===== src/hdl/asa_consts.svh =====
// Field positions, codes and reset values of the async serial adapter.
`ifndef ASA_CONSTS_SVH
`define ASA_CONSTS_SVH
`define ASA_DIV_1 2'b00
`define ASA_DIV_16 2'b01
`define ASA_DIV_64 2'b10
`define ASA_DIV_MR 2'b11
`define ASA_RATIO_1 7'h01
`define ASA_RATIO_16 7'h10
`define ASA_RATIO_64 7'h40
`define ASA_CNT1 7'h01
`define ASA_CNT0 7'h00
`define ASA_CTL_RESET 8'h03
`define ASA_CR_DIV 1:0
`define ASA_CR_FMT 4:2
`define ASA_CR_TXC 6:5
`define ASA_CR_RXIE 7
`define ASA_CR_ODD 2
`define ASA_TX_IE 2'b01
`define ASA_TX_RTS_OFF 2'b10
`define ASA_TX_BREAK 2'b11
`define ASA_FMT_8N1 3'b101
`define ASA_ST_RX_HOLDING_FULL 0
`define ASA_ST_TX_HOLDING_EMPTY 1
`define ASA_ST_DCD 2
`define ASA_ST_CTS 3
`define ASA_ST_FE 4
`define ASA_ST_RX_OVERRUN_FLAG 5
`define ASA_ST_PE 6
`define ASA_ST_IRQ 7
`define ASA_NB7 4'h7
`define ASA_NB8 4'h8
`define ASA_IDX0 4'h0
`define ASA_IDX1 4'h1
`define ASA_STOP1 4'h1
`define ASA_STOP2 4'h2
`define ASA_MASK7 8'h7f
`define ASA_MASK8 8'hff
`define ASA_ZERO8 8'h00
`define ASA_MARK 1'b1
`define ASA_SPACE 1'b0
`endif


===== src/hdl/asa_pkg.sv =====
// State types of the async serial adapter.
package asa_pkg;
   typedef enum logic [1:0] {TX_IDLE, TX_BITS, TX_STOP} asa_tx_e;
   typedef enum logic [1:0] {RX_IDLE, RX_START, RX_BITS, RX_STOP} asa_rx_e;
endpackage


===== src/hdl/asa_serial_adapter.sv =====
// Async serial adapter: bus registers, transmitter, receiver, modem lines.
`timescale 1ns/10ps
`include "asa_consts.svh"
////////////////////////////////////////////////////////////////////////////////
// Operation
// - Div 16/64 receiver self-synchronises to start edge
// - Clear-to-send high hides holding-empty status
// - RTS high only when bits 6:5 are 10
// - Carrier lost holds receiver idle and initialised
// - Carrier lost rise interrupts when enabled
// - Transmit data written on strobe falling edge
// - Transmit write marks holding register full
// - Idle transmitter loads within one bit time
// - Busy transmitter loads next character back-to-back
// - Finished character moves to empty receive holding
// - Data read clears full flag, keeps data
// - Full receive holding blocks further transfers
// - Eight-bit write-only control register
// - Bits 1:0 choose divide by 1/16/64
// - Code 11 is master reset of status
// - Bits 4:2 choose length, parity, stop bits
// - Format changes act immediately
// - Transmit interrupt on 01; 11 sends break
// - Bit 7 enables receiver interrupts
// - Seven-bit modes zero or ignore bit 7
// - Least significant bit travels first
// - Interrupt output follows enabled causes
module asa_serial_adapter
(
   input wire logic i_clk,
   input wire logic i_rst,
   input wire logic i_cs0,
   input wire logic i_cs1,
   input wire logic i_cs2_n,
   input wire logic i_register_pick,
   input wire logic i_rw,
   input wire logic i_e,
   input wire logic [7:0] i_data,
   output logic [7:0] o_data,
   output logic o_data_oe,
   output logic o_irq_n,
   output logic o_irq_oe,
   input wire logic i_tx_clk,
   input wire logic i_rx_clk,
   input wire logic i_rx_data,
   output logic o_tx_data,
   input wire logic i_cts_n,
   output logic o_rts_n,
   input wire logic i_carrier_lost
);
   import asa_pkg::*;

   function automatic logic fmt_len8(input logic [2:0] f);
      return f[2];
   endfunction

   function automatic logic fmt_par(input logic [2:0] f);
      return !f[2] || f[1];
   endfunction

   function automatic logic fmt_stop2(input logic [2:0] f);
      return !f[1] && (f != `ASA_FMT_8N1);
   endfunction

   function automatic logic [6:0] div_ratio(input logic [1:0] d);
      unique case (d)
         `ASA_DIV_16: return `ASA_RATIO_16;
         `ASA_DIV_64: return `ASA_RATIO_64;
         default: return `ASA_RATIO_1;
      endcase
   endfunction

   logic [7:0] ctl;
   logic [7:0] tx_hold;
   logic [7:0] tx_sh;
   logic [7:0] rx_hold;
   logic [7:0] rx_sh;
   logic [7:0] stat;
   logic [7:0] mask;
   logic [6:0] ratio;
   logic [6:0] tx_cnt;
   logic [6:0] rx_cnt;
   logic [6:0] rx_lim;
   logic [3:0] tx_idx;
   logic [3:0] rx_idx;
   logic [3:0] nbits;
   logic [3:0] last;
   logic [3:0] stop_n;
   asa_tx_e tx_st;
   asa_rx_e rx_st;
   logic tx_holding_empty, rx_holding_full, rx_overrun_flag, fe, pe, dcd_hold, st_armed, rx_par, txo;
   logic e_d, cl_d, txc_d, rxc_d;
   logic sel, e_fall, wr_tdr, wr_ctl, rd_rdr, rd_st, mreset, par, odd;
   logic tx_tick, tx_bit, tx_load, tx_nextbit, rx_tick, rx_hit, rx_done;
   logic pe_calc, irq, rx_cause, tx_cause;

   ////////////////////////////////////////////////////////////////////////////
   // Bus decode. The strobe falling edge ends every access.

   assign sel = i_cs0 && i_cs1 && !i_cs2_n;
   assign e_fall = e_d && !i_e && sel;
   assign wr_tdr = e_fall && i_register_pick && !i_rw;
   assign wr_ctl = e_fall && !i_register_pick && !i_rw;
   assign rd_rdr = e_fall && i_register_pick && i_rw;
   assign rd_st = e_fall && !i_register_pick && i_rw;
   assign mreset = ctl[`ASA_CR_DIV] == `ASA_DIV_MR;
   assign ratio = div_ratio(ctl[`ASA_CR_DIV]);
   assign par = fmt_par(ctl[`ASA_CR_FMT]);
   assign odd = ctl[`ASA_CR_ODD];
   assign nbits = fmt_len8(ctl[`ASA_CR_FMT]) ? `ASA_NB8 : `ASA_NB7;
   assign last = (fmt_len8(ctl[`ASA_CR_FMT]) && par) ? `ASA_NB8 : `ASA_NB7;
   assign stop_n = fmt_stop2(ctl[`ASA_CR_FMT]) ? `ASA_STOP2 : `ASA_STOP1;
   assign mask = fmt_len8(ctl[`ASA_CR_FMT]) ? `ASA_MASK8 : `ASA_MASK7;

   always_ff @(posedge i_clk or posedge i_rst)
      if (i_rst)
      begin
         e_d <= 1'b0;
         cl_d <= 1'b0;
         txc_d <= 1'b0;
         rxc_d <= 1'b0;
      end
      else
      begin
         e_d <= i_e;
         cl_d <= i_carrier_lost;
         txc_d <= i_tx_clk;
         rxc_d <= i_rx_clk;
      end

   // Reset leaves the divide bits at the master reset code, as the host expects.
   // reset code held
   always_ff @(posedge i_clk or posedge i_rst)
      if (i_rst)
         ctl <= `ASA_CTL_RESET;
      else if (wr_ctl)
         ctl <= i_data;

   ////////////////////////////////////////////////////////////////////////////
   // Transmitter. Bits change on the falling edge of the transmit clock.

   assign tx_tick = txc_d && !i_tx_clk;
   assign tx_bit = tx_tick && (tx_cnt >= ratio - `ASA_CNT1);
   assign tx_load = tx_bit && !tx_holding_empty && !wr_tdr &&
                    (tx_st == TX_IDLE || (tx_st == TX_STOP && tx_idx >= stop_n));
   assign tx_nextbit = (tx_idx < nbits) ? tx_sh[tx_idx[2:0]] : (^(tx_sh & mask) ^ odd);

   always_ff @(posedge i_clk or posedge i_rst)
      if (i_rst)
         tx_cnt <= `ASA_CNT0;
      else if (mreset)
         tx_cnt <= `ASA_CNT0;
      else if (tx_tick)
         tx_cnt <= tx_bit ? `ASA_CNT0 : tx_cnt + `ASA_CNT1;

   always_ff @(posedge i_clk or posedge i_rst)
      if (i_rst)
         tx_hold <= `ASA_ZERO8;
      else if (wr_tdr)
         tx_hold <= i_data;

   // A write in the load cycle defers the load, so the written character replaces the waiting one.
   // write marks full
   always_ff @(posedge i_clk or posedge i_rst)
      if (i_rst)
         tx_holding_empty <= 1'b1;
      else if (mreset || tx_load)
         tx_holding_empty <= 1'b1;
      else if (wr_tdr)
         tx_holding_empty <= 1'b0;

   always_ff @(posedge i_clk or posedge i_rst)
      if (i_rst)
      begin
         tx_st <= TX_IDLE;
         tx_idx <= `ASA_IDX0;
         tx_sh <= `ASA_ZERO8;
         txo <= `ASA_MARK;
      end
      else if (mreset)
      begin
         tx_st <= TX_IDLE;
         tx_idx <= `ASA_IDX0;
         txo <= `ASA_MARK;
      end
      else if (tx_load)
      begin
         tx_sh <= tx_hold & mask;
         tx_st <= TX_BITS;
         tx_idx <= `ASA_IDX0;
         txo <= `ASA_SPACE;
      end
      else if (tx_bit)
         unique case (tx_st)
            TX_IDLE: txo <= `ASA_MARK;
            TX_BITS:
            begin
               txo <= tx_nextbit;
               tx_idx <= tx_idx + `ASA_IDX1;
               if (tx_idx == last)
               begin
                  tx_st <= TX_STOP;
                  tx_idx <= `ASA_IDX0;
               end
            end
            TX_STOP:
            begin
               txo <= `ASA_MARK;
               if (tx_idx >= stop_n)
                  tx_st <= TX_IDLE;
               else
                  tx_idx <= tx_idx + `ASA_IDX1;
            end
         endcase

   ////////////////////////////////////////////////////////////////////////////
   // Receiver. Samples on the rising edge of the receive clock.

   assign rx_tick = !rxc_d && i_rx_clk;
   assign rx_lim = (rx_st == RX_START) ? (ratio >> 1) - `ASA_CNT1 : ratio - `ASA_CNT1;
   assign rx_hit = rx_tick && (rx_cnt >= rx_lim);
   assign rx_done = rx_hit && rx_st == RX_STOP && !mreset && !i_carrier_lost;
   assign pe_calc = par && ((^rx_sh ^ rx_par) != odd);

   always_ff @(posedge i_clk or posedge i_rst)
      if (i_rst)
      begin
         rx_st <= RX_IDLE;
         rx_cnt <= `ASA_CNT0;
         rx_idx <= `ASA_IDX0;
         rx_sh <= `ASA_ZERO8;
         rx_par <= 1'b0;
      end
      else if (mreset || i_carrier_lost)
      begin
         rx_st <= RX_IDLE;
         rx_cnt <= `ASA_CNT0;
         rx_idx <= `ASA_IDX0;
      end
      else if (rx_tick)
         unique case (rx_st)
            RX_IDLE:
            begin
               rx_cnt <= `ASA_CNT0;
               rx_idx <= `ASA_IDX0;
               if (!i_rx_data)
               begin
                  rx_sh <= `ASA_ZERO8;
                  rx_st <= (ratio == `ASA_RATIO_1) ? RX_BITS : RX_START;
               end
            end
            RX_START:
               if (rx_hit)
               begin
                  rx_cnt <= `ASA_CNT0;
                  rx_st <= i_rx_data ? RX_IDLE : RX_BITS;
               end
               else
                  rx_cnt <= rx_cnt + `ASA_CNT1;
            RX_BITS:
               if (rx_hit)
               begin
                  rx_cnt <= `ASA_CNT0;
                  rx_idx <= rx_idx + `ASA_IDX1;
                  if (rx_idx < nbits)
                     rx_sh[rx_idx[2:0]] <= i_rx_data;
                  else
                     rx_par <= i_rx_data;
                  if (rx_idx == last)
                     rx_st <= RX_STOP;
               end
               else
                  rx_cnt <= rx_cnt + `ASA_CNT1;
            RX_STOP:
               if (rx_hit)
               begin
                  rx_cnt <= `ASA_CNT0;
                  rx_st <= RX_IDLE;
               end
               else
                  rx_cnt <= rx_cnt + `ASA_CNT1;
         endcase

   // A transfer that meets a clearing read in one cycle is dropped and flags an overrun.
   always_ff @(posedge i_clk or posedge i_rst)
      if (i_rst)
      begin
         rx_hold <= `ASA_ZERO8;
         rx_holding_full <= 1'b0;
         rx_overrun_flag <= 1'b0;
         fe <= 1'b0;
         pe <= 1'b0;
      end
      else if (mreset)
      begin
         rx_holding_full <= 1'b0;
         rx_overrun_flag <= 1'b0;
         fe <= 1'b0;
         pe <= 1'b0;
      end
      else
      begin
         if (rd_rdr)
         begin
            rx_holding_full <= 1'b0;
            if (st_armed)
               rx_overrun_flag <= 1'b0;
         end
         if (rx_done)
         begin
            if (!rx_holding_full)
            begin
               rx_hold <= rx_sh & mask;
               rx_holding_full <= 1'b1;
               fe <= !i_rx_data;
               pe <= pe_calc;
            end
            else
               rx_overrun_flag <= 1'b1;
         end
      end

   // Carrier loss and overrun need a status read then a data read to clear.
   always_ff @(posedge i_clk or posedge i_rst)
      if (i_rst)
      begin
         st_armed <= 1'b0;
         dcd_hold <= 1'b0;
      end
      else if (mreset)
      begin
         st_armed <= 1'b0;
         dcd_hold <= 1'b0;
      end
      else
      begin
         if (rd_st)
            st_armed <= 1'b1;
         else if (rd_rdr)
            st_armed <= 1'b0;
         if (rd_rdr && st_armed)
            dcd_hold <= 1'b0;
         if (i_carrier_lost && !cl_d)
            dcd_hold <= 1'b1;
      end

   ////////////////////////////////////////////////////////////////////////////
   // Status, interrupt and pin outputs.

   assign rx_cause = ctl[`ASA_CR_RXIE] && (stat[`ASA_ST_RX_HOLDING_FULL] || rx_overrun_flag || dcd_hold);
   assign tx_cause = (ctl[`ASA_CR_TXC] == `ASA_TX_IE) && stat[`ASA_ST_TX_HOLDING_EMPTY];
   assign irq = rx_cause || tx_cause;

   always_comb
   begin
      stat = `ASA_ZERO8;
      stat[`ASA_ST_RX_HOLDING_FULL] = rx_holding_full && !i_carrier_lost;
      stat[`ASA_ST_TX_HOLDING_EMPTY] = tx_holding_empty && !i_cts_n && !mreset;
      stat[`ASA_ST_DCD] = dcd_hold || i_carrier_lost;
      stat[`ASA_ST_CTS] = i_cts_n;
      stat[`ASA_ST_FE] = fe;
      stat[`ASA_ST_RX_OVERRUN_FLAG] = rx_overrun_flag;
      stat[`ASA_ST_PE] = pe;
      stat[`ASA_ST_IRQ] = irq;
   end

   always_ff @(posedge i_clk or posedge i_rst)
      if (i_rst)
      begin
         o_data <= `ASA_ZERO8;
         o_data_oe <= 1'b0;
      end
      else if (sel && i_e && i_rw)
      begin
         o_data <= i_register_pick ? rx_hold : stat;
         o_data_oe <= 1'b1;
      end
      else
         o_data_oe <= 1'b0;

   always_ff @(posedge i_clk or posedge i_rst)
      if (i_rst)
      begin
         o_irq_n <= 1'b1;
         o_irq_oe <= 1'b0;
         o_tx_data <= `ASA_MARK;
         o_rts_n <= 1'b0;
      end
      else
      begin
         o_irq_n <= !irq;
         o_irq_oe <= irq;
         o_tx_data <= (ctl[`ASA_CR_TXC] == `ASA_TX_BREAK) ? `ASA_SPACE : txo;
         o_rts_n <= ctl[`ASA_CR_TXC] == `ASA_TX_RTS_OFF;
      end
endmodule


===== config.mk =====
export PLATFORM = sky130hd
export DESIGN_NAME = asa_serial_adapter
export DESIGN_NICKNAME = d
export VERILOG_FILES = /design/src/hdl/asa_pkg.sv /design/src/hdl/asa_serial_adapter.sv
export VERILOG_INCLUDE_DIRS = /design/src /design/src/hdl
export SDC_FILE = /design/constraint.sdc
export NUM_CORES = 1
export LEC_CHECK = 0
export BUFFER_PORTS_ARGS = -buffer_cell sky130_fd_sc_hd__buf_2
export CORE_MARGIN = 1.5
export CORE_UTILIZATION = 55
export DETAILED_ROUTE_END_ITERATION = 10
export PLACE_DENSITY = 0.74
export SYNTH_ARGS = -nofsm -noshare
export SYNTH_HDL_FRONTEND = slang
export SYNTH_SLANG_ARGS = --single-unit

===== constraint.sdc =====
create_clock -name i_clk -period 3.6 [get_ports i_clk]
set_input_delay 0.18 -clock i_clk [delete_from_list [all_inputs] [get_ports i_clk]]
set_output_delay 0.18 -clock i_clk [all_outputs]
set_load 0.01 [all_outputs]

==> results of run 1 <==
cell usage after synthesis (all sizes together) (3+ instances only):
| cell type | count |
|---|---|
| dfrtp | 86 |
| nor2 | 41 |
| o21ai | 40 |
| nand2 | 35 |
| a21oi | 30 |
| mux2 | 30 |
| ha | 26 |
| inv | 24 |
| xnor2 | 17 |
| clkbuf | 14 |
| nand2b | 12 |
| nor2b | 12 |
| nor3 | 10 |
| nand3 | 9 |
| o31ai | 9 |
| and3 | 7 |
| mux2i | 7 |
| dfstp | 6 |
| nand4 | 6 |
| o21a | 5 |
| xor2 | 5 |
| a21boi | 4 |
| buf | 4 |
| o22ai | 4 |
| or2 | 4 |
| a22oi | 3 |
| nand3b | 3 |
| or4 | 3 |
final cells by class:
class / instances / area (sq um) / area share
Clock buffer: 9 / 123.9 / 0.02222
Clock inverter: 7 / 121.4 / 0.02177
Inverter: 24 / 91.34 / 0.01639
Multi-Input combinational cell: 355 / 2535 / 0.4548
Sequential cell: 92 / 2310 / 0.4144
Tap cell: 108 / 135.1 / 0.02424
Timing Repair Buffer: 44 / 257.7 / 0.04624
per-layer routing:
layer | share of wire | vias to the layer above | wire [microns]
met2 | 0.48 | 82 | 5092
met4 | 0.0069 | 0 | 73
met5 | 0 | - | 0
li1 | - | 1814 | -
met1 | 0.48 | 1840 | 5095
met3 | 0.036 | 9 | 384
cells by family (layout without fill, tap and decap cells):
family,count (synthesis),in the layout,share of synthesized area
compound gates,117,117,0.1494
xor+xnor,22,22,0.03854
fa+ha+maj,26,26,0.06506
buf+inv,42,84,0.03228
flops,92,92,0.4620
mux,39,39,0.09059
simple gates,151,151,0.1622
cell usage in the layout, fill, tap and decap left out, types with 3 or more instances in the layout:
| cell | instances |
|---|---|
| clkbuf_8 | 9 |
| a21boi_0 | 4 |
| o21a_1 | 4 |
| o21ai_0 | 34 |
| and3_1 | 7 |
| buf_4 | 7 |
| ha_1 | 26 |
| nor3_1 | 10 |
| dfstp_2 | 6 |
| dfrtp_1 | 86 |
| bufinv_16 | 3 |
| mux2i_1 | 7 |
| or4_1 | 3 |
| o31ai_1 | 8 |
| nand4_1 | 5 |
| xor2_1 | 5 |
| mux2_1 | 7 |
| xnor2_1 | 17 |
| nand2_1 | 35 |
| a21oi_1 | 29 |
| dlygate4sd3_1 | 4 |
| o22ai_1 | 4 |
| a22oi_1 | 3 |
| inv_1 | 22 |
| nor2b_1 | 12 |
| mux2_2 | 23 |
| nand3b_1 | 3 |
| o21ai_1 | 4 |
| nor2_1 | 39 |
| buf_2 | 33 |
| nand2b_1 | 10 |
| nand3_1 | 8 |
per-stage QoR:
stage                     hold WS (ps)  area, sq um  utilization  worst slack, ps  power (uW)
after floorplan                  211.4         5000            -            938.7        1513
after global routing             5.291         5574       0.6361            393.1        2614
after CTS                        1.390         5574       0.6361            623.7        2512
final                            18.63         5574       0.6361            601.8        2497
after global placement           316.2         5289       0.6035            749.4        1638
after detailed placement         317.9         5289       0.6035            624.7        1656
worst max-delay path by stage:
stage / cells after the start / slack (ps) / endpoint
floorplan: 10 / 940 / rx_sh[2]
global placement: 9 / 750 / rx_hold[2]
detailed placement: 9 / 620 / rx_hold[2]
CTS: 9 / 620 / rx_hold[2]
global route: 10 / 390 / rx_sh[5]
finish: 9 / 600 / rx_hold[2]
repair_timing:
action / in CTS / in global routing
hold buffers: 4 / 0
endpoints found under the hold margin: 48 / 0
endpoints found under the setup margin: 0 / 0
sequential cells by signal (all words and copies together), names as in the netlist, 7 cells and up:
signal / flops
tx_hold: 8
rx_hold: 8
rx_cnt: 7
ctl: 8
o_data: 8
tx_cnt: 7
tx_sh: 8
rx_sh: 8
power breakdown:
group / leakage (uW) / internal, uW / switching, uW
logic: 0.00122 / 202 / 278
clock network: 0.000124 / 466 / 390
registers: 0.00122 / 1110 / 52.8
total: 0.00256 / 1780 / 721
==> flow_metrics.tcl, run 1 <==
set metrics [dict create \
    io_buffers 33 \
    synth_nets 536 \
    area_growth_pct 11.49 \
    overflow 0 \
    drt_iter0_drc 239 \
    grt_start_max_net_pins 54 \
    rows 34 \
    drt-wirelength-per-cell_microns 16.66 \
    drc 0 \
    holdCritStartpoint "i_carrier_lost" \
    cpMaxStageDelayCell "dfstp_2" \
    power.density_cell_area_nw_per_um2 448.0 \
    cp.required_ps 3850 \
    htree_levels 3 \
    root_buffer "clkbuf_8" \
    critPathTopFamily "adder cells" \
    ios 34 \
    period_needed_ps 2998 \
    grt_usage 0.2326 \
    cp_max_fo 16 \
    ys_ff_latch 92 \
    max_slew_margin 0.3981 \
    initial_core_util 0.5705 \
    slowest_delay_ps 570 \
    ys_seq_area_frac 0.4620 \
    grt_pass1_wl_mm 17.99 \
    r2r-start "ctl[0]" \
    timing.rr.end "rx_hold[2]" \
    dp_hpwl_mm 7.681 \
    grt_pass1_vias 3621 \
    power_leakage_uw 0.002560 \
    post_cts_buffers 0 \
    setup.worst_path.start "ctl[0]" \
    synth_top_cell_by_area "dfrtp_1" \
    hold_path.class "in -> reg" \
    drive_gt1_frac 0.2015 \
    run_status "finished clean" \
    drt_wl_total_mm 10.65 \
    globalRouteMet3Util 0.04152 \
    antennaDiodeCount 0 \
    synth_cell_type_count 67 \
    final_hold_viol_count 0 \
    synthTopCellsByArea "dfrtp_1, ha_1, mux2_2" \
    slew_viol_final 0 \
    place_congestion 0.9213 \
    r2r_cells 9 \
    antenna_left 0 \
    cp.buffers_inverters 1 \
    ctsResizeCount 0 \
    clk_path_buf_depth 2 \
    met2_usage 0.3604 \
    synthCells 489 \
    worst_setup_path_end_kind "flip-flop" \
    crit_path_frequent_cell "ha_1" \
    synth_area_sq_um 5000 \
    busiest_layer "met2" \
    cts_tree "built" \
    die-height_microns 98.35 \
    rsz0062_at_grt "no" \
    nNetsFinal 573 \
    setup_viol 0 \
    ys.warnings.count 0 \
    yosysTopAreaCellShare 0.4304 \
    peakVddDrop_v 0.0003231 \
    maxCapViolations 0 \
    synth_edf_count 0 \
    route.vias.total 3745 \
    crit_arrival_ps 3250 \
    die_w_microns 98.35 \
    vias_per_cell 5.861 \
    cp-start-kind "flip-flop" \
    dr.pass1.iters 4 \
    met1_usage 0.3392 \
    tightestPinTransition_ps 902.9 \
    core_sq_um 8763 \
    fin_crit_sh 0.8328 \
    cts_sinks 92 \
    holdPathEnd "cl_d" \
    clk_pin_slew_ps 90 \
    antenna_found_initial 0 \
    setup_tns_ps 0 \
    fillers 725 \
    die-area_sq_um 9672 \
    cp_cell_sequence "inv_1, ha_1, nand3b_1, ha_1, a21oi_1, nor2_1, a41o_2, nand3_2, mux2_2" \
    synthFlopType "dfrtp_1" \
    numCtsBuffers 9 \
    fin_worst_skew_ps 12.23 \
    clk_latency_ps 370 \
    place_inst 619 \
    stdcell_count 639 \
    crit_type "reg -> reg" \
    holdPathStages 1 \
    reg2reg_slack_ps 600 \
    clock.fmax_mhz 333.5 \
    synthArstFlopShare 1.000 \
    post_synth.cell_area_avg_sq_um 10.22 \
]
(Power assumes the default switching activity.)
==> run 2: changes to the inputs <==
--- a/config.mk
+++ b/config.mk
@@ -10,7 +10,7 @@
 export CORE_MARGIN = 1.5
 export CORE_UTILIZATION = 55
 export DETAILED_ROUTE_END_ITERATION = 10
-export PLACE_DENSITY = 0.74
+export PLACE_DENSITY = 0.76
 export SYNTH_ARGS = -nofsm -noshare
 export SYNTH_HDL_FRONTEND = slang
 export SYNTH_SLANG_ARGS = --single-unit
==> constraint.sdc (replaced) <==
create_clock -name i_clk -period 2.6 [get_ports i_clk]
set_input_delay 0.13 -clock i_clk [delete_from_list [all_inputs] [get_ports i_clk]]
set_output_delay 0.13 -clock i_clk [all_outputs]
set_load 0.01 [all_outputs]
==> run 2 against run 1 <==
  * The run now ends with setup timing left
  * Sequential cell count unchanged
  * Via count up 11%
  * Global-route usage up 2.6 points
  * Sequential share of layout area down 4.5 points
  * Sequential power up 38%
  * Die area unchanged
  * Cell count up 9.4%
  * Critical path depth up 6
  * Final area up 12%
  * Non-clock buffer count up 58
  * Worst hold slack better by 31 ps
  * Routed wire length up 17%
  * Critical path type unchanged
  * Critical endpoint is now pe
==> flow_metrics.tcl, run 2 (synthesized netlist as in run 1, its figures left out) <==
set metrics [dict create \
    io_buffers 33 \
    slowest_delay_ps 550 \
    antenna_found_initial 0 \
    antenna_left 0 \
    cts_tree "built" \
    grt_start_max_net_pins 62 \
    drt-wirelength-per-cell_microns 17.86 \
    grt_pass1_vias 4096 \
    drc 0 \
    initial_core_util 0.5705 \
    cp_cell_sequence "inv_2, ha_4, buf_6, nand3b_1, buf_4, ha_4, a21oi_4, nor2_2, a41o_4, buf_6, nand3_4, buf_6, buf_6, nand3b_1, o21ai_1" \
    hold_path.class "in -> reg" \
    power.density_cell_area_nw_per_um2 568.4 \
    root_buffer "clkbuf_8" \
    setup_viol 32 \
    run_status "finished, violations left" \
    vias_per_cell 5.956 \
    cp.required_ps 2890 \
    final_hold_viol_count 0 \
    core_sq_um 8763 \
    p_total_uw 3552 \
    grt_usage 0.2586 \
    postLayoutCoreUtil 0.7132 \
    mostFrequentLayoutCells "dfrtp_1, buf_4, nor2_1" \
    clk_latency_ps 370 \
    grt_pass1_wl_mm 19.86 \
    maxCapViolations 0 \
    cp-start-kind "flip-flop" \
    nNetsFinal 633 \
    drt_wl_total_mm 12.48 \
    clk_path_buf_depth 2 \
    worst_setup_path_end_kind "flip-flop" \
    slew_viol_final 0 \
    fillers 580 \
    ios 34 \
    peakVddDrop_v 0.0003437 \
    clk_pin_slew_ps 90 \
    drt_iter0_drc 354 \
    setup_tns_ps -3937 \
    htree_levels 3 \
    drive_gt1_frac 0.3249 \
    rsz0062_at_grt "yes" \
    fin_crit_sh 1.066 \
    cp_max_fo 6 \
    antennaDiodeCount 0 \
    die_w_microns 98.35 \
    dr.pass1.iters 5 \
    cpMaxStageDelayCell "dfstp_2" \
    dp_hpwl_mm 7.917 \
    crit_type "reg -> reg" \
    clock.fmax_mhz 360.6 \
    numCtsBuffers 9 \
    max_slew_margin 0.6089 \
    fin_worst_skew_ps 13.71 \
    cts_sinks 92 \
    tightestPinTransition_ps 586.0 \
    area_growth_pct 25.00 \
    final_common_cell "dfrtp_1" \
    layout_setup_ws_ps -172.8 \
    failed_checks "setup timing" \
    rows 34 \
    crit_path_frequent_cell "buf_6" \
    place_congestion 0.8751 \
    die-area_sq_um 9672 \
    crit_arrival_ps 3060 \
    overflow 0 \
    route.vias.total 4163 \
    period_needed_ps 2773 \
    reg2reg_slack_ps -170 \
    die-height_microns 98.35 \
    power_leakage_uw 0.002874 \
]
[run 2: path summary, 6_finish.rpt]
check	startpoint	endpoint	depth (start not counted)
min	i_data[4]	tx_hold[4]	2
max in group asynchronous	i_rst	txo	4
min in group asynchronous	i_rst	rx_cnt[4]	3
max reg2reg	ctl[0]	pe	15
min reg2reg	ctl[6]	o_tx_data	1
max	ctl[0]	pe	15
[run 2: report_power, final]
group,leakage (uW),internal [uW],switching (uW)
Clock,0.000100,471,497
Combinational,0.00156,468,517
Sequential,0.00122,1530,64.9
[run 2: timing repair]
action                                 4_1_cts  5_1_grt
setup endpoints to repair                   26       45
hold buffers                                 7        0
pin swaps                                   10       20
endpoints found under the hold margin       37        0
gates cloned                                 1        1
resized for setup                           30       35
setup buffers                               24        7
[run 2: area by class of cell]
type	instances	area, sq um	area share
timing repair buffer	102	750.7	0.1201
inverter	24	93.84	0.01502
clock inverter	4	48.80	0.007808
multi-input combinational	357	2766	0.4426
clock buffer	12	145.1	0.02322
tap	108	135.1	0.02162
sequential	92	2310	0.3696
[run 2: metal layers]
layer	part of all wire	vias to the layer above	wire length [microns]	GRT usage
met5	0	-	0	0
met1	0.44	2039	5525	0.3524
met4	0.031	0	392	0.1073
li1	-	1938	-	-
met2	0.48	152	5936	0.4104
met3	0.050	34	628	0.04510
[run 2: worst max-delay path, delay by kind of cell, from the launching register on]
family	cells	cell delay (ps)
buffers and inverters	6	720
DFF	1	550
AOI/OAI and AO/OA	3	540
adders and majority gates	2	500
and+or+nand+nor	4	390
[run 2: through the flow]
step                cell area, sq um  std cells  setup WS [ps]  hold WS [ps]
detailed placement              5509        645         -90.33         209.9
floorplan                       5012        489          39.13         161.4
finish                          6250        699         -172.8         49.21
global placement                5509        645         -15.18         201.0
global route                    6250        699         -238.8         29.03
CTS                             6070        693         -56.59         5.526
